`config.mk`:
```
export PLATFORM = sky130hd
export DESIGN_NAME = rsr_sequencer
export DESIGN_NICKNAME = d
export VERILOG_FILES = /design/src/rsr_pkg.sv /design/src/rsr_wake_detect.sv /design/src/rsr_sequencer.sv
export VERILOG_INCLUDE_DIRS = /design/src
export SDC_FILE = /design/constraint.sdc
export NUM_CORES = 1
export LEC_CHECK = 0
export BUFFER_PORTS_ARGS = -buffer_cell sky130_fd_sc_hd__buf_2
export CORE_ASPECT_RATIO = 0.75
export CORE_MARGIN = 5
export CORE_UTILIZATION = 30
export DETAILED_ROUTE_END_ITERATION = 16
export SLEW_MARGIN = 30
export SYNTH_ARGS = -nofsm -noshare
export SYNTH_HDL_FRONTEND = slang
export SYNTH_HIERARCHICAL = 1
export SYNTH_SLANG_ARGS = --single-unit
```
`constraint.sdc`:
```
create_clock -name sys_clk -period 2.3 [get_ports sys_clk]
set_clock_uncertainty 0.05 [all_clocks]
set_input_delay 0.115 -clock sys_clk [delete_from_list [all_inputs] [get_ports sys_clk]]
set_output_delay 0.115 -clock sys_clk [all_outputs]
set_load 0.01 [all_outputs]
```
`src/rsr_defs.svh`:
```
`ifndef RSR_DEFS_SVH
`define RSR_DEFS_SVH

// ----------------------------------------------------------------------
// register map
// ----------------------------------------------------------------------
`define RSR_AW             12
`define RSR_DW             8
`define RSR_REG_WDCTL      12'hFF0
`define RSR_REG_WAKE       12'hFF4

// ----------------------------------------------------------------------
// cause flag field: bits 7:4 of the watchdog control register
// ----------------------------------------------------------------------
`define RSR_FLAG_LSB       4
`define RSR_FLAG_POR       3
`define RSR_FLAG_STOP      2
`define RSR_FLAG_WDT       1
`define RSR_FLAG_EXT       0
`define RSR_FLAGS_RST      4'h8
`define RSR_WAKE_RST       8'h00
`define RSR_DBG_RST_BIT    1

// ----------------------------------------------------------------------
// sequence counts and reset vector
// ----------------------------------------------------------------------
`define RSR_SYS_WDT_CYC    514
`define RSR_SHORT_WDT_CYC  66
`define RSR_CLK_CYC        16
`define RSR_VEC_ADDR_HI    16'h0002

`endif

```
`src/rsr_pkg.sv`:
```
package rsr_pkg;

    // ------------------------------------------------------------------
    // sequencer states and reset kinds
    // ------------------------------------------------------------------
    typedef enum logic [1:0] {
        RSR_ST_IDLE = 2'b00,
        RSR_ST_WDT  = 2'b01,
        RSR_ST_CLK  = 2'b10,
        RSR_ST_HOLD = 2'b11
    } rsr_state_t;

    typedef enum logic [1:0] {
        RSR_K_SYSTEM = 2'b00,
        RSR_K_SHORT  = 2'b01,
        RSR_K_SMR    = 2'b10
    } rsr_kind_t;

    // ------------------------------------------------------------------
    // carriers
    // ------------------------------------------------------------------
    typedef struct packed {
        logic       por_detect;
        logic       brownout_detect;
        logic       wdt_timeout;
        logic       ext_reset_n;
        logic       debug_pin_n;
        logic [7:0] debugger_control_reg;
    } rsr_src_t;

    typedef struct packed {
        logic       valid;
        rsr_kind_t  kind;
        logic       spare_dbg;
        logic [3:0] cause;
    } rsr_req_t;

    typedef struct packed {
        logic core_rst;
        logic periph_rst;
        logic dbg_rst;
        logic sys_clk_en;
        logic xtal_run;
        logic wdt_osc_run;
        logic ctl_load;
        logic vec_fetch;
    } rsr_hold_t;

endpackage : rsr_pkg

```
`src/rsr_wake_detect.sv`:
```
`timescale 1ns/1ps
`default_nettype none

module rsr_wake_detect #(
    parameter int WAKE_W = 8
) (
    input  wire logic              sys_clk,
    input  wire logic              nrst,
    input  wire logic [WAKE_W-1:0] pins,
    input  wire logic [WAKE_W-1:0] mask,
    input  wire logic              arm,
    output logic                   wake
);
    logic [WAKE_W-1:0] pin_q_r;
    logic [WAKE_W-1:0] change;
    logic              wake_r;

    // ------------------------------------------------------------------
    // per pin transition detect
    // ------------------------------------------------------------------
    genvar i;
    generate
        for (i = 0; i < WAKE_W; i = i + 1) begin : g_pin
            always_ff @(posedge sys_clk or negedge nrst) begin
                if (!nrst) begin
                    pin_q_r[i] <= 1'b0;
                end else begin
                    pin_q_r[i] <= pins[i];
                end
            end
            assign change[i] = (pins[i] ^ pin_q_r[i]) & mask[i];
        end
    endgenerate

    always_ff @(posedge sys_clk or negedge nrst) begin
        if (!nrst) begin
            wake_r <= 1'b0;
        end else begin
            wake_r <= arm & (|change);
        end
    end

    assign wake = wake_r;

endmodule : rsr_wake_detect

`default_nettype wire

```
`src/rsr_sequencer.sv`:
```
// Function
// RQ1 - normal mode: por, brownout, watchdog, pin, debugger
// RQ2 - stop mode: watchdog, wake pin, debug pin recover
// RQ3 - system reset: 514 oscillator plus 16 clocks
// RQ4 - short reset: only 66 oscillator cycles differ
// RQ5 - stop recovery: 514 plus 16, registers kept
// RQ6 - reset type from mode and source
// RQ7 - hold core idle, both oscillators running
// RQ8 - system clock starts after oscillator count
// RQ9 - load defined reset values, rest undefined
// RQ10 - core fetches vector at 0002H/0003H
// RQ11 - power-on and brownout win over all; brownout is ignored in stop mode
// RQ12 - source to type mapping per mode
// RQ13 - held pin keeps reset, release exits
// RQ14 - set cause flag after each reset; debugger and debug pin resets set none
// RQ15 - new request restarts, highest priority type
`include "rsr_defs.svh"
`timescale 1ns/1ps
`default_nettype none

module rsr_sequencer #(
    parameter int         WAKE_W        = 8,
    parameter int         CW            = 10,
    parameter int         SYS_WDT_CYC   = `RSR_SYS_WDT_CYC,
    parameter int         SHORT_WDT_CYC = `RSR_SHORT_WDT_CYC,
    parameter int         CLK_CYC       = `RSR_CLK_CYC
) (
    input  wire logic                sys_clk,
    input  wire logic                nrst,
    input  wire logic [`RSR_AW-1:0]  addr,
    input  wire logic [`RSR_DW-1:0]  wdata,
    input  wire logic                wr,
    input  wire logic                rd,
    output logic      [`RSR_DW-1:0]  rdata,
    input  wire rsr_pkg::rsr_src_t   src,
    input  wire logic                wdt_osc,
    input  wire logic                stop_mode,
    input  wire logic                watchdog_reset_select_option,
    input  wire logic [WAKE_W-1:0]   wake_pins,
    output rsr_pkg::rsr_hold_t       hold,
    output logic      [15:0]         vec_addr
);
    import rsr_pkg::*;

    // ------------------------------------------------------------------
    // declarations
    // ------------------------------------------------------------------
    rsr_state_t        state_r;
    rsr_state_t        state_nxt;
    rsr_kind_t         kind_r;
    rsr_kind_t         kind_nxt;
    logic              spare_r;
    logic              spare_nxt;
    logic [CW-1:0]     wcnt_r;
    logic [CW-1:0]     wcnt_nxt;
    logic [4:0]        ccnt_r;
    logic [4:0]        ccnt_nxt;
    logic [CW-1:0]     wdt_last;
    logic              wdt_osc_q_r;
    logic              osc_tick;
    logic              pin_q_r;
    logic              dpin_q_r;
    logic              dbit_q_r;
    logic              pin_fall;
    logic              dpin_fall;
    logic              dbit_rise;
    logic              wake;
    logic [WAKE_W-1:0] wake_mask_r;
    logic [3:0]        flags_r;
    logic [`RSR_DW-1:0] rdata_r;
    rsr_hold_t         hold_r;
    logic [15:0]       vec_addr_r;
    rsr_req_t          req;

    localparam logic [CW-1:0] SYS_LAST   = CW'(SYS_WDT_CYC - 1);
    localparam logic [CW-1:0] SHORT_LAST = CW'(SHORT_WDT_CYC - 1);
    localparam logic [4:0]    CLK_LAST   = 5'(CLK_CYC - 1);

    // ------------------------------------------------------------------
    // functions
    // ------------------------------------------------------------------
    function automatic logic hit(input logic [`RSR_AW-1:0] a,
                                 input logic [`RSR_AW-1:0] off);
        hit = (a == off);
    endfunction : hit

    function automatic rsr_req_t decode(input logic por,
                                        input logic bo,
                                        input logic stop,
                                        input logic wdt_to,
                                        input logic opt,
                                        input logic pfall,
                                        input logic dfall,
                                        input logic drise,
                                        input logic wk);
        rsr_req_t r;
        r.valid     = 1'b0;
        r.kind      = RSR_K_SYSTEM;
        r.spare_dbg = 1'b0;
        r.cause     = 4'h0;
        // RQ11 power first
        if (por || (bo && !stop)) begin
            r.valid = 1'b1;
            r.cause[`RSR_FLAG_POR] = 1'b1;
        end else if (stop) begin
            // RQ2 stop mode sources
            // RQ12 stop mode mapping
            if (pfall) begin
                r.valid = 1'b1;
                r.cause[`RSR_FLAG_EXT] = 1'b1;
            end else if (dfall) begin
                r.valid = 1'b1;
            end else if (wdt_to) begin
                r.valid = 1'b1;
                r.kind  = RSR_K_SMR;
                r.cause[`RSR_FLAG_WDT]  = 1'b1;
                r.cause[`RSR_FLAG_STOP] = 1'b1;
            end else if (wk) begin
                r.valid = 1'b1;
                r.kind  = RSR_K_SMR;
                r.cause[`RSR_FLAG_STOP] = 1'b1;
            end
        end else begin
            // RQ1 normal mode sources
            // RQ12 normal mode mapping
            if (drise) begin
                r.valid     = 1'b1;
                r.spare_dbg = 1'b1;
            end else if (pfall) begin
                r.valid = 1'b1;
                r.kind  = RSR_K_SHORT;
                r.cause[`RSR_FLAG_EXT] = 1'b1;
            end else if (wdt_to && opt) begin
                r.valid = 1'b1;
                r.kind  = RSR_K_SHORT;
                r.cause[`RSR_FLAG_WDT] = 1'b1;
            end
        end
        decode = r;
    endfunction : decode

    // ------------------------------------------------------------------
    // source edges
    // ------------------------------------------------------------------
    always_ff @(posedge sys_clk or negedge nrst) begin
        if (!nrst) begin
            wdt_osc_q_r <= 1'b0;
            pin_q_r     <= 1'b1;
            dpin_q_r    <= 1'b1;
            dbit_q_r    <= 1'b0;
        end else begin
            wdt_osc_q_r <= wdt_osc;
            pin_q_r     <= src.ext_reset_n;
            dpin_q_r    <= src.debug_pin_n;
            dbit_q_r    <= src.debugger_control_reg[`RSR_DBG_RST_BIT];
        end
    end

    assign osc_tick  = wdt_osc & ~wdt_osc_q_r;
    assign pin_fall  = pin_q_r & ~src.ext_reset_n;
    assign dpin_fall = dpin_q_r & ~src.debug_pin_n;
    assign dbit_rise = src.debugger_control_reg[`RSR_DBG_RST_BIT] & ~dbit_q_r;

    rsr_wake_detect #(
        .WAKE_W (WAKE_W)
    ) u_wake (
        .sys_clk (sys_clk),
        .nrst    (nrst),
        .pins    (wake_pins),
        .mask    (wake_mask_r),
        .arm     (stop_mode),
        .wake    (wake)
    );

    // RQ6 type from mode and source
    assign req = decode(src.por_detect, src.brownout_detect, stop_mode,
                        src.wdt_timeout, watchdog_reset_select_option,
                        pin_fall, dpin_fall, dbit_rise, wake);

    // ------------------------------------------------------------------
    // sequence
    // ------------------------------------------------------------------
    // RQ4 short count
    assign wdt_last = (kind_r == RSR_K_SHORT) ? SHORT_LAST : SYS_LAST;

    always_comb begin
        state_nxt = state_r;
        kind_nxt  = kind_r;
        spare_nxt = spare_r;
        wcnt_nxt  = wcnt_r;
        ccnt_nxt  = ccnt_r;
        // RQ15 restart on request
        if (req.valid) begin
            state_nxt = RSR_ST_WDT;
            kind_nxt  = req.kind;
            spare_nxt = req.spare_dbg;
            wcnt_nxt  = '0;
            ccnt_nxt  = '0;
        end else begin
            unique case (state_r)
                RSR_ST_IDLE: begin
                    state_nxt = RSR_ST_IDLE;
                end
                // RQ3 oscillator count
                RSR_ST_WDT: begin
                    if (osc_tick) begin
                        if (wcnt_r == wdt_last) begin
                            state_nxt = RSR_ST_CLK;
                            ccnt_nxt  = '0;
                        end else begin
                            wcnt_nxt = wcnt_r + 1'b1;
                        end
                    end
                end
                // RQ8 sixteen clock tail
                RSR_ST_CLK: begin
                    if (ccnt_r == CLK_LAST) begin
                        state_nxt = src.ext_reset_n ? RSR_ST_IDLE
                                                    : RSR_ST_HOLD;
                    end else begin
                        ccnt_nxt = ccnt_r + 1'b1;
                    end
                end
                // RQ13 held pin release
                RSR_ST_HOLD: begin
                    if (src.ext_reset_n) begin
                        state_nxt = RSR_ST_IDLE;
                    end
                end
            endcase
        end
    end

    always_ff @(posedge sys_clk or negedge nrst) begin
        if (!nrst) begin
            state_r <= RSR_ST_WDT;
            kind_r  <= RSR_K_SYSTEM;
            spare_r <= 1'b0;
            wcnt_r  <= '0;
            ccnt_r  <= '0;
        end else begin
            state_r <= state_nxt;
            kind_r  <= kind_nxt;
            spare_r <= spare_nxt;
            wcnt_r  <= wcnt_nxt;
            ccnt_r  <= ccnt_nxt;
        end
    end

    // ------------------------------------------------------------------
    // hold outputs
    // ------------------------------------------------------------------
    always_ff @(posedge sys_clk or negedge nrst) begin
        if (!nrst) begin
            hold_r.core_rst    <= 1'b1;
            hold_r.periph_rst  <= 1'b1;
            hold_r.dbg_rst     <= 1'b1;
            hold_r.sys_clk_en  <= 1'b0;
            hold_r.xtal_run    <= 1'b1;
            hold_r.wdt_osc_run <= 1'b1;
            hold_r.ctl_load    <= 1'b1;
            hold_r.vec_fetch   <= 1'b0;
        end else begin
            // RQ7 core held idle
            hold_r.core_rst    <= (state_nxt != RSR_ST_IDLE);
            // RQ5 recovery spares peripherals
            hold_r.periph_rst  <= (state_nxt != RSR_ST_IDLE) &&
                                  (kind_nxt != RSR_K_SMR);
            hold_r.dbg_rst     <= (state_nxt != RSR_ST_IDLE) &&
                                  (kind_nxt != RSR_K_SMR) && !spare_nxt;
            // RQ8 clock after count
            hold_r.sys_clk_en  <= (state_nxt != RSR_ST_WDT);
            // RQ7 oscillators keep running
            hold_r.xtal_run    <= 1'b1;
            hold_r.wdt_osc_run <= 1'b1;
            // RQ9 reset value load
            hold_r.ctl_load    <= req.valid && (req.kind != RSR_K_SMR);
            // RQ10 vector fetch on release
            hold_r.vec_fetch   <= (state_r != RSR_ST_IDLE) &&
                                  (state_nxt == RSR_ST_IDLE);
        end
    end

    always_ff @(posedge sys_clk or negedge nrst) begin
        if (!nrst) begin
            vec_addr_r <= `RSR_VEC_ADDR_HI;
        end else if ((state_r != RSR_ST_IDLE) &&
                     (state_nxt == RSR_ST_IDLE)) begin
            vec_addr_r <= `RSR_VEC_ADDR_HI;
        end
    end

    assign hold     = hold_r;
    assign vec_addr = vec_addr_r;

    // ------------------------------------------------------------------
    // registers
    // ------------------------------------------------------------------
    always_ff @(posedge sys_clk or negedge nrst) begin
        if (!nrst) begin
            flags_r <= `RSR_FLAGS_RST;
        end else if (req.valid) begin
            // RQ14 cause flags
            flags_r <= (req.kind == RSR_K_SMR) ? (flags_r | req.cause)
                                               : req.cause;
        end else if (wr && hit(addr, `RSR_REG_WDCTL)) begin
            flags_r <= flags_r & ~wdata[`RSR_DW-1:`RSR_FLAG_LSB];
        end
    end

    always_ff @(posedge sys_clk or negedge nrst) begin
        if (!nrst) begin
            wake_mask_r <= WAKE_W'(`RSR_WAKE_RST);
        // RQ9 load reset value
        end else if (req.valid && (req.kind != RSR_K_SMR)) begin
            wake_mask_r <= WAKE_W'(`RSR_WAKE_RST);
        end else if (wr && hit(addr, `RSR_REG_WAKE)) begin
            wake_mask_r <= WAKE_W'(wdata);
        end
    end

    always_ff @(posedge sys_clk or negedge nrst) begin
        if (!nrst) begin
            rdata_r <= '0;
        end else if (rd && hit(addr, `RSR_REG_WDCTL)) begin
            rdata_r <= {flags_r, 4'h0};
        end else if (rd && hit(addr, `RSR_REG_WAKE)) begin
            rdata_r <= `RSR_DW'(wake_mask_r);
        end else begin
            rdata_r <= '0;
        end
    end

    assign rdata = rdata_r;

    // ------------------------------------------------------------------
    // checks
    // ------------------------------------------------------------------
    // RQ7 core held
    a_core_held_idle: assert property (@(posedge sys_clk) disable iff (!nrst)
        (state_r != RSR_ST_IDLE) |-> (hold_r.core_rst && hold_r.xtal_run &&
                                      hold_r.wdt_osc_run)) // RQ7
        else $error("core not held during reset");

    // RQ8 clock gated
    a_clk_after_count: assert property (@(posedge sys_clk) disable iff (!nrst)
        (state_r == RSR_ST_WDT) |-> !hold_r.sys_clk_en) // RQ8
        else $error("system clock enabled during oscillator count");

    // RQ3 system count
    a_sys_osc_len: assert property (@(posedge sys_clk) disable iff (!nrst)
        (state_r == RSR_ST_WDT && state_nxt == RSR_ST_CLK &&
         kind_r != RSR_K_SHORT) |-> (wcnt_r == 10'd513)) // RQ3
        else $error("system oscillator count wrong");

    // RQ4 short count
    a_short_osc_len: assert property (@(posedge sys_clk) disable iff (!nrst)
        (state_r == RSR_ST_WDT && state_nxt == RSR_ST_CLK &&
         kind_r == RSR_K_SHORT) |-> (wcnt_r == 10'd65)) // RQ4
        else $error("short oscillator count wrong");

    // RQ8 clock tail length
    a_clk_tail_len: assert property (@(posedge sys_clk) disable iff (!nrst)
        (state_r == RSR_ST_CLK && state_nxt != RSR_ST_CLK && !req.valid)
        |-> (ccnt_r == 5'd15)) // RQ8
        else $error("clock tail not sixteen cycles");

    // RQ5 recovery spares
    a_smr_spares_regs: assert property (@(posedge sys_clk) disable iff (!nrst)
        (req.valid && req.kind == RSR_K_SMR) |=>
        (!hold_r.periph_rst && !hold_r.ctl_load &&
         $stable(wake_mask_r))) // RQ5
        else $error("stop recovery disturbed registers");

    // RQ11 power priority
    a_por_priority: assert property (@(posedge sys_clk) disable iff (!nrst)
        src.por_detect |=> (kind_r == RSR_K_SYSTEM &&
                            state_r == RSR_ST_WDT && wcnt_r == '0)) // RQ11
        else $error("power-on did not force system reset");

    // RQ14 flags
    a_cause_flag_set: assert property (@(posedge sys_clk) disable iff (!nrst)
        req.valid |=> ((flags_r & $past(req.cause)) ==
                       $past(req.cause))) // RQ14
        else $error("cause flag not set");

    // RQ13 pin release
    a_pin_release: assert property (@(posedge sys_clk) disable iff (!nrst)
        (state_r == RSR_ST_HOLD && src.ext_reset_n && !req.valid)
        |=> (state_r == RSR_ST_IDLE) ##1 !hold_r.core_rst) // RQ13
        else $error("held pin release did not exit");

    // RQ12 normal pin short
    a_pin_short: assert property (@(posedge sys_clk) disable iff (!nrst)
        (pin_fall && !stop_mode && !src.por_detect &&
         !src.brownout_detect && !dbit_rise) |=>
        (kind_r == RSR_K_SHORT)) // RQ12
        else $error("pin reset not short in normal mode");

    // RQ10 vector fetch
    a_vec_on_release: assert property (@(posedge sys_clk) disable iff (!nrst)
        $fell(hold_r.core_rst) |-> (hold_r.vec_fetch &&
                                    vec_addr_r == 16'h0002)) // RQ10
        else $error("no vector fetch at release");

endmodule : rsr_sequencer

`default_nettype wire

```
==> summary.md, run 1 <==
| Metric | Value |
|---|---|
| Status | complete, no violations |
| First-pass GRT wire length | between 10 and 15 mm |
| Post-Route WL | approximately 6.2 mm |
| Worst Tran Pin Value | approximately 630 ps |
| Synth unique cells | 53 |
| Gpl congestion | ~0.76 |
| R2r endpoint | wcnt_r[1]$_DFFE_PN0P_ |
| Crit Path Max Fanout | 4 |
| Post-synth EDFFs | 0 |
| Cells after DPL | 436 |
| Ports | 80 |
| CP max stage cell | or4b_4 |
| Max-slew violation count | 0 |
| Fin cells | roughly 470 |
| WHS Path Cells | 3 |
| Static Leakage | about 1.7 nW |
| Time the worst path needs with I/O delays and setup | 2070 ps |
| Port-buffer cells | 54 |
| Max cap viols | 0 |
| Area of the mapped netlist | about 0.0028 sq mm |
| Hold WS | between 8 and 9 ps |
| Synth Flop Type | dfrtp_1 |
| DRC errors left | 0 |
| Core Area | roughly 0.0091 sq mm |
| Normalized max-slew margin | roughly 60% |
| Wire per inst | about 13 um |
| Antenna Nets Post-Route | 0 |
| Layout cell share with drive strength beyond 1 | a little over a quarter |
| Cell Rows | 30 |
| Worst path top cell family by delay | simple AND/OR/NAND/NOR gates |
| Antenna violations before repair | 0 |
| All-Layer GR Usage | 11.7% |
| Synth area leaders | dfrtp_1 (46%), dfstp_2 (7.5%), buf_4 (4.8%) |
| Hold Path End | wake_mask_r[3]$_DFFE_PN0P_ |
| Clock Path Buffers | 2 |
| Register area share after synthesis | 53.2% |
| Root buffer cell | clkbuf_16 |
| Synth-to-layout area growth | 32.2% |
| Nets | 390 |
| Largest area contributor in the synthesized netlist | dfrtp_1 |
| Cell Chain, Critical Path | inv_1, ha_1, or4b_4, nor4_4, a21bo_2, mux2_1, nor2_1 |
| Hold Violations, Final | 0 |
| Vias in the first global route | around 2200 |
| Mapped Cells | about 260 |
| CTS sink cnt | between 50 and 60 |
| Die X | approximately 120 um |
| Critical Path RT | around 2500 ps |
| R2R cell count | 7 |
| Synth async-reset ratio | between 90% and 100% |
| Worst path buffer plus inverter count | 1 |
| Initial Util | 30.8% |
| Worst-Skew Late Latency | between 300 and 400 ps |
| Synth top area share | a little under half |
| Endpoints failing setup | 0 |
| Initial DRC Count | around 150 |
| Commonest non-fill, non-tap cells in the layout | buf_2 (54), dfrtp_1 (51), nor2_1 (32) |
| 1st-pass router iterations | 4 |
| Syn_area_per_cell | about 11 sq um |
| Total negative slack | 0 ps |
| P per Cell Area | 758 mW/mm^2 |
| Fmax | ~480 MHz |
| ANT cells | 0 |
| CTS tree | done |
| Critical Path AT | 2280 ps |
| Worst VDD drop | ~0.44 mV |
| Most common cell after layout, fill and taps aside | buf_2 |
| Crit path launch type | flip-flop |
| Worst r2r src | wcnt_r[1]$_DFFE_PN0P_ |
| Die area | between 0.01 and 0.015 sq mm |
| Clock-pin slew on the worst setup and hold paths | 50 ps |
| Number of clock buffers inserted by TritonCTS | 9 |
| R2r setup slk | ~230 ps |
| Synth Warn # | 6 |
| Overflow after GRT | 0 |
| Seq cells post-synth | between 50 and 60 |
| Hold Path Origin | wdata[3] |
| Final Cycle Share | ~90% |
| Die Y | a little over 90 um |
| Critical path endpoint category | flip-flop |
| HPWL Detailed | between 4 and 5 mm |
| Hold crit path type | in2reg |
| RSZ-0062 raised after global routing | no |
| Max incr delay on CP | about 470 ps |
| Via count | around 2100 |
| H-tree depth | 3 |
| Largest net degree at the start of global routing | 30 |
| Via/cell ratio | ~4.4 |
| Setup CP Type | reg2reg |
==> worst max-delay path by stage <==
stage / startpoint / endpoint / slack, ps / cells past startpoint
after floorplan: wcnt_r[1]$_DFFE_PN0P_ / wcnt_r[1]$_DFFE_PN0P_ / 390 / 7
after global placement: wcnt_r[1]$_DFFE_PN0P_ / wcnt_r[1]$_DFFE_PN0P_ / 260 / 7
after detailed placement: wcnt_r[1]$_DFFE_PN0P_ / wcnt_r[1]$_DFFE_PN0P_ / 240 / 7
after CTS: wcnt_r[1]$_DFFE_PN0P_ / wcnt_r[1]$_DFFE_PN0P_ / 210 / 7
after global routing: ccnt_r[0]$_DFFE_PN0P_ / hold[5]$_DFF_PN1_ / 20 / 8
final: wcnt_r[1]$_DFFE_PN0P_ / wcnt_r[1]$_DFFE_PN0P_ / 230 / 7
==> stage by stage <==
stage / power, W / worst slack [ps] / instance area, sq um / utilization (%)
after floorplan: 0.00119 / 393 / 2850 / -
after global placement: 0.00125 / 262 / 3160 / 34.8
after detailed placement: 0.00126 / 236 / 3160 / 34.8
after CTS: 0.00283 / 207 / 3690 / 40.7
after global routing: 0.00291 / 19.9 / 3690 / 40.7
final: 0.00280 / 228 / 3690 / 40.7
==> power breakdown <==
part | switching [W] | leakage [nW] | internal [W]
Clock | 0.000453 | 0.169 | 0.00108
Combinational | 0.000108 | 0.792 | 0.0000807
Sequential | 0.0000102 | 0.771 | 0.00107
Total | 0.000571 | 1.73 | 0.00223
==> layer usage <==
metal	wire length [um]	share of wire (%)	vias up	GRT usage, %
li1	-	-	1027	-
met1	2950	47	996	15.7
met2	2880	46	49	17.8
met4	76	1.2	0	3.08
met5	0	0	-	0
met3	336	5.4	8	4.35
==> synth_stat cells, types with 2 or more instances <==
cell / n
nor2_1: 32
nor3_1: 3
o21ai_2: 2
a31oi_1: 4
nand3_1: 9
nand2_1: 6
a21oi_1: 12
and2_1: 5
xor2_1: 12
dfrtp_1: 51
a22o_1: 2
a21boi_0: 2
nor2b_1: 7
buf_4: 18
conb_1: 2
inv_1: 10
nand4_1: 4
o21ai_0: 5
or3_1: 3
buf_2: 3
nand2b_1: 3
mux2i_1: 13
a22oi_1: 7
ha_1: 4
dfstp_2: 8
o211ai_1: 2
==> cell families after synthesis <==
logic type               count (synthesis)  share of synthesized area (%)
AO/OA/AOI/OAI                           46                           11.3
XOR/XNOR                                13                           4.08
adder cells (fa/ha/maj)                  4                           1.79
buffers and inverters                   32                           6.85
flip-flops                              59                           53.2
multiplexers                            14                           5.06
other                                    2                          0.269
AND/OR/NAND/NOR                         86                           17.4
==> final cells by class <==
class | instances | area, sq um
clock inverter | 5 | 100
multi-input combinational | 181 | 1180
fill | 913 | 5390
tap | 128 | 160
timing repair buffer | 77 | 490
sequential | 59 | 1490
clock buffer | 11 | 243
inverter | 10 | 37.5
==> repair_timing <==
action / CTS / global route
endpoints found under the hold margin: 44 / 0
resized for setup: 0 / 0
setup buffers: 0 / 0
hold buffers: 19 / 0
==> registers in the layout, summed over array words and instances (netlist names) <==
name,cells
u_wake/wake,1
wake_mask_r,8
state_r,2
hold,6
kind_r,2
u_wake/pin_q_r,8
ccnt_r,5
dbit_q_r,1
wcnt_r,10
spare_r,1
pin_q_r,1
flags_r,4
wdt_osc_q_r,1
dpin_q_r,1
rdata,8
==> worst min-delay path: cells and delay by family <==
| family | cells | cell delay (ps) |
|---|---|---|
| AND/OR/NAND/NOR | 1 | 90 |
| buffers and inverters | 1 | 80 |
| multiplexers | 1 | 50 |
(Power assumes the default switching activity.)
==> inputs of run 2 (changes only) <==
--- a/config.mk
+++ b/config.mk
@@ -6,11 +6,13 @@
 export SDC_FILE = /design/constraint.sdc
 export NUM_CORES = 1
 export LEC_CHECK = 0
+export ABC_CLOCK_PERIOD_IN_PS = 2300
 export BUFFER_PORTS_ARGS = -buffer_cell sky130_fd_sc_hd__buf_2
 export CORE_ASPECT_RATIO = 0.75
 export CORE_MARGIN = 5
 export CORE_UTILIZATION = 30
 export DETAILED_ROUTE_END_ITERATION = 16
+export PLACE_DENSITY = 0.48
 export SLEW_MARGIN = 30
 export SYNTH_ARGS = -nofsm -noshare
 export SYNTH_HDL_FRONTEND = slang
==> run 2 against run 1 <==
Flip-flop and latch count is the same. Fmax grew 1.7%. Sequential share of layout area shrank 0.22 points. Clock power is essentially flat. Non-clock buffer count grew 1. Setup slack gained 34 ps. Cell count grew 0.21%. Sequential power is essentially flat. Final area grew 0.54%. Largest power group unchanged.
==> summary.md, run 2 (same netlist as run 1, synthesis figures left out) <==
| Metric | Value |
|---|---|
| Ports | 80 (unchanged) |
| Crit Path Max Fanout | 4 (unchanged) |
| Met3 track demand over resource | 4.05% (-0.30 points) |
| Endpoints failing setup | 0 (unchanged) |
| Time the worst path needs with I/O delays and setup | 2040 ps (-34.1 ps) |
| Critical path endpoint category | flip-flop |
| Synth-to-layout area growth | 32.9% |
| Largest net degree at the start of global routing | 36 (+20%) |
| Critical Path AT | 2240 ps (-40 ps) |
| Max reg flops | 10 (unchanged) |
| Total negative slack | 0 ps (unchanged) |
| Via count | 2083 (+0.14%) |
| Root buffer cell | clkbuf_16 |
| Die X | 121 um (unchanged) |
| Global Route met2 Usage | 17.7% (-0.092 points) |
| P per Cell Area | 754 mW/mm^2 (-0.51%) |
| Die Y | 93.6 um (unchanged) |
| Gpl congestion | 0.755 (-0.26%) |
| CTS tree | done |
| Initial DRC Count | 109 (-25%) |
| ANT cells | 0 (unchanged) |
| GRT busiest layer | met2 |
| Final Cycle Share | 88.6% (-1.5 points) |
| Normalized max-slew margin | 57.1% (-1.2 points) |
| Seq. cell area | 0.00149 sq mm (unchanged) |
| Antenna Nets Post-Route | 0 (unchanged) |
| Antenna violations before repair | 0 (unchanged) |
| Commonest non-fill, non-tap cells in the layout | buf_2 (54), dfrtp_1 (51), nor2_1 (32) |
| Nets | 391 (+0.26%) |
| Fmax | 491 MHz (+1.7%) |
| Vias in the first global route | 2188 (+1.7%) |
| Wire per inst | 13.4 um (+0.99%) |
| Filler cells | 929 (+1.8%) |
| Status | complete, no violations |
| Via/cell ratio | 4.41 (about the same) |
| RSZ-0062 raised after global routing | no |
| DRC errors left | 0 (unchanged) |
| Setup CP Type | reg2reg |
| Most common cell after layout, fill and taps aside | buf_2 |
| Met1 Usage GRT | 16.3% (+0.63 points) |
| # Post-CTS Setup Buffers | 0 (unchanged) |
| Crit path launch type | flip-flop |
| Cell Rows | 30 (unchanged) |
| Biggest register | wcnt_r |
| Critical Path RT | 2500 ps (about the same) |
| Initial Util | 30.8% (unchanged) |
| Static Leakage | 1.74 nW (+0.55%) |
| CTS sink cnt | 59 (unchanged) |
| Number of clock buffers inserted by TritonCTS | 9 (unchanged) |
| Hold Violations, Final | 0 (unchanged) |
| First-pass GRT wire length | 10.8 mm (+3.4%) |
| 1st-pass router iterations | 4 (unchanged) |
| Post-Route WL | 6.32 mm (+1.2%) |
| Worst-Skew Late Latency | 320 ps (about the same) |
| Max cap viols | 0 (unchanged) |
| Port-buffer cells | 54 (unchanged) |
| All-Layer GR Usage | 12.0% (+0.32 points) |
| Die area | 0.0114 sq mm (unchanged) |
| H-tree depth | 3 (unchanged) |
| Worst VDD drop | 0.347 mV (-21%) |
| Overflow after GRT | 0 (unchanged) |
| Max-slew violation count | 0 (unchanged) |
| Worst Tran Pin Value | 638 ps (+12.8 ps) |
| Clock Path Buffers | 2 (unchanged) |
| HPWL Detailed | 4.65 mm (+4.2%) |
| Core Area | 0.00908 sq mm (unchanged) |
| Hold crit path type | in2reg |
| Layout cell share with drive strength beyond 1 | 27.3% (+0.21 points) |
| Clock-pin slew on the worst setup and hold paths | 50 ps (about the same) |
| Multi-input logic area | 0.00118 sq mm (unchanged) |
| Tot Pwr | 0.00280 W (about the same) |
-- run 2: path summary, 6_finish.rpt --
path / startpoint / endpoint / slack [ps] / depth (start not counted)
setup / recovery: wcnt_r[1]$_DFFE_PN0P_ / wcnt_r[1]$_DFFE_PN0P_ / 260 / 7
hold / removal: wdata[1] / wake_mask_r[1]$_DFFE_PN0P_ / 9 / 3
setup reg to reg: wcnt_r[1]$_DFFE_PN0P_ / wcnt_r[1]$_DFFE_PN0P_ / 260 / 7
hold reg to reg: spare_r$_DFF_PN0_ / spare_r$_DFF_PN0_ / 450 / 1
max in group asynchronous: nrst / flags_r[3]$_DFFE_PN1P_ / 1250 / 3
min in group asynchronous: nrst / u_wake/pin_q_r[4]$_DFF_PN0_ / 290 / 2
-- run 2: repair_timing --
item                                   CTS  global route
hold buffers                            19             0
resized for setup                        0             0
endpoints found under the hold margin   42             0
-- run 2: worst max-delay path: stages (launching register included) --
cell	delay, ps
dfrtp_1	390
inv_1	70
ha_1	130
or4b_4	460
nor4_4	230
a21bo_2	230
mux2_1	320
nor2_1	80
-- run 2: per-layer routing --
metal  vias to the layer above  part of all wire [%]
met3                         8                   5.0
met5                         -                     0
met2                        45                    43
met4                         0                   1.2
met1                      1007                    51
li1                       1023                     -
-- run 2: through the flow --
step	worst slack, ps	hold slack, ps	util [%]	cells	area [sq um]
2_1_floorplan	393	-231	-	272	2850
3_3_place_gp	280	107	35.0	437	3180
3_5_place_dp	241	107	35.0	437	3180
4_1_cts	229	10.7	40.9	472	3710
5_1_grt	24.8	13.8	40.9	472	3710
6_report	262	9.15	40.9	472	3710
-- run 2: layout make-up --
| cell class | count | share of cell area [%] |
|---|---|---|
| clock buffer | 11 | 6.54 |
| clock inverter | 5 | 2.70 |
| tap | 128 | 4.31 |
| inverter | 10 | 1.01 |
| sequential | 59 | 40.0 |
| timing repair buffer | 78 | 13.7 |
| multi-input combinational | 181 | 31.7 |
-- run 2: report_power, final --
part	switching [W]	internal, W
Sequential	0.00000956	0.00107
Clock	0.000453	0.00108
Combinational	0.000107	0.0000831
==> inputs of run 3 (changes only) <==
--- a/config.mk
+++ b/config.mk
@@ -8,7 +8,7 @@
 export LEC_CHECK = 0
 export ABC_CLOCK_PERIOD_IN_PS = 2300
 export BUFFER_PORTS_ARGS = -buffer_cell sky130_fd_sc_hd__buf_2
-export CORE_ASPECT_RATIO = 0.75
+export CORE_ASPECT_RATIO = 0.7
 export CORE_MARGIN = 5
 export CORE_UTILIZATION = 30
 export DETAILED_ROUTE_END_ITERATION = 16
==> run 3 against run 2 <==
Die area about the same. Flip-flop and latch count unchanged. Final area increased by 0.10%. Utilization increased by 0.098 points. Critical endpoint unchanged.
==> summary.md, run 3 (same netlist as run 1, synthesis figures left out) <==
| Metric | Value |
|---|---|
| Hold crit path type | in2reg |
| CTS tree | done |
| Clock Path Buffers | 2 (unchanged) |
| Crit path launch type | flip-flop |
| Worst path top cell family by delay | simple AND/OR/NAND/NOR gates |
| Total negative slack | 0 ps (unchanged) |
| Port-buffer cells | 54 (unchanged) |
| Initial DRC Count | 89 (-18%) |
| Die Y | 90.7 um (-3.0%) |
| Root buffer cell | clkbuf_16 |
| Setup CP Type | reg2reg |
| Wire per inst | 13.9 um (+4.0%) |
| Cell Rows | 29 (-3.3%) |
| Initial Util | 30.8% (+0.042 points) |
| Worst VDD drop | 0.394 mV (+14%) |
| All-Layer GR Usage | 11.9% (-0.13 points) |
| Antenna Nets Post-Route | 0 (unchanged) |
| Clock-pin slew on the worst setup and hold paths | 50 ps (about the same) |
| P per Cell Area | 752 mW/mm^2 (-0.35%) |
| RSZ-0062 raised after global routing | no |
| Gpl congestion | 0.786 (+4.1%) |
| Combinational share of power | 6.9% (about the same) |
| Internal power | 0.00220 W (-1.2%) |
| Critical path origin | wcnt_r[1]$_DFFE_PN0P_ |
| Register share of total power | 38.5% (about the same) |
| 1st-pass router iterations | 4 (unchanged) |
| Final Cycle Share | 92.1% (+3.5 points) |
| Worst-Skew Late Latency | 320 ps (about the same) |
| Endpoints failing setup | 0 (unchanged) |
| Filler cells | 914 (-1.6%) |
| First-pass GRT wire length | 10.6 mm (-1.9%) |
| Antenna violations before repair | 0 (unchanged) |
| Via count | 2089 (+0.29%) |
| Number of clock buffers inserted by TritonCTS | 9 (unchanged) |
| Critical path endpoint category | flip-flop |
| Crit Path Max Fanout | 4 (unchanged) |
| Biggest register | wcnt_r |
| Ports | 80 (unchanged) |
| Layout cell share with drive strength beyond 1 | 27.5% (+0.21 points) |
| Metal3 WL | 382 um (+22%) |
| Largest net degree at the start of global routing | 35 (-2.8%) |
| Commonest non-fill, non-tap cells in the layout | buf_2 (54), dfrtp_1 (51), nor2_1 (32) |
| Switching part of the total power | 21.1% (+0.80 points) |
| Hold Path Origin | wdata[6] |
| Critical Path RT | 2500 ps (about the same) |
| Worst r2r src | wcnt_r[1]$_DFFE_PN0P_ |
| Fmax | 472 MHz (-3.8%) |
| Top routing layer used | met4 |
| P_sw | 0.000590 W (+3.7%) |
| Core Area | 0.00907 sq mm (-0.14%) |
| H-tree depth | 3 (unchanged) |
| M1 wire length | 3.49 mm (+8.7%) |
| CP max stage cell | or4b_4 |
| CTS sink cnt | 59 (unchanged) |
| Max reg flops | 10 (unchanged) |
| # Post-CTS Setup Buffers | 0 (unchanged) |
| HPWL Detailed | 4.88 mm (+5.1%) |
| Via/cell ratio | 4.45 (+0.93%) |
| Die X | 125 um (+3.2%) |
| Nets | 392 (+0.26%) |
| Critical Path AT | 2320 ps (+80 ps) |
| Cell Chain, Critical Path | inv_1, ha_1, or4b_4, nor4_4, a21bo_2, mux2_1, nor2_1 |
| ANT cells | 0 (unchanged) |
| Clk pwr share | 54.7% (about the same) |
| Time the worst path needs with I/O delays and setup | 2120 ps (+79.6 ps) |
| Overflow after GRT | 0 (unchanged) |
| Max cap viols | 0 (unchanged) |
| Static Leakage | 1.74 nW (about the same) |
| Max-slew violation count | 0 (unchanged) |
| Synth-to-layout area growth | 33.0% |
| DRC errors left | 0 (unchanged) |
| Max incr delay on CP | 470 ps (about the same) |
| Worst Tran Pin Value | 605 ps (-32.9 ps) |
| Most common cell after layout, fill and taps aside | buf_2 |
| Seq. cell area | 0.00149 sq mm (unchanged) |
| Vias in the first global route | 2076 (-5.1%) |
| Routed wl met2 | 2.54 mm (-6.6%) |
| Normalized max-slew margin | 59.1% (+2.0 points) |
| Die area | 0.0114 sq mm (about the same) |
| Worst path buffer plus inverter count | 1 (unchanged) |
| Status | complete, no violations |
| R2r setup slk | 180 ps (-80 ps) |
| Multi-input logic area | 0.00118 sq mm (unchanged) |
| Tot Pwr | 0.00279 W (-0.24%) |
| Hold Violations, Final | 0 (unchanged) |
| Post-Route WL | 6.53 mm (+3.3%) |
[run 3: changes by cell type in the layout (fill, tap and decap cells not counted), sizes merged]
cell         previous run  this run
clkinvlp                0         1
dlygate4sd3            19        20
clkinv                  2         3
clkbuf                 11         9
[run 3: final timing paths]
check	cells after the start	endpoint
hold / removal	3	wake_mask_r[6]$_DFFE_PN0P_
hold reg to reg	1	spare_r$_DFF_PN0_
setup reg to reg	7	wcnt_r[1]$_DFFE_PN0P_
max in group asynchronous	3	hold[7]$_DFF_PN1_
min in group asynchronous	2	ccnt_r[2]$_DFFE_PN0P_
setup / recovery	7	wcnt_r[1]$_DFFE_PN0P_
[run 3: what timing repair did]
item | CTS | global route
gates resized for setup | 0 | 0
hold endpoints to repair | 39 | 0
hold buffers | 20 | 0
[run 3: area by class of cell]
type                       instances  area share, %
inverter                          10           1.01
clock inverter                     7           3.13
sequential                        59           40.0
clock buffer                       9           6.06
multi-input combinational        181           31.6
tap                              124           4.17
timing repair buffer              79           14.0
[run 3: metrics by stage]
step	instances	utilization, %	hold WS [ps]	cell area [sq um]	setup slack, ps
floorplan	272	-	-231	2850	393
global route	469	41.0	7.40	3720	18.2
detailed placement	433	35.0	122	3180	183
global placement	433	35.0	130	3180	251
finish	469	41.0	11.0	3720	182
CTS	469	41.0	1.61	3720	164
[run 3: metal layers]
| layer | GRT usage, % | vias to the layer above |
|---|---|---|
| met4 | 4.60 | 0 |
| met5 | 0 | - |
| li1 | - | 1033 |
| met2 | 15.9 | 60 |
| met3 | 4.31 | 9 |
| met1 | 17.3 | 987 |
[run 3: power groups by stage]
stage	logic (W)	registers, W	clock network [W]
2_1_floorplan	0.0000988	0.00109	0
3_3_place_gp	0.000168	0.00109	0
3_5_place_dp	0.000168	0.00109	0
4_1_cts	0.000194	0.00107	0.00156
5_1_grt	0.000215	0.00108	0.00161
6_report	0.000192	0.00108	0.00153
[run 3: worst reg2reg max path, delay by kind of cell, from the launching register on]
family / cells / cell delay, ps
compound gates: 1 / 240
fa+ha+maj: 1 / 130
buf+inv: 1 / 80
flops: 1 / 380
mux: 1 / 330
simple gates: 3 / 840
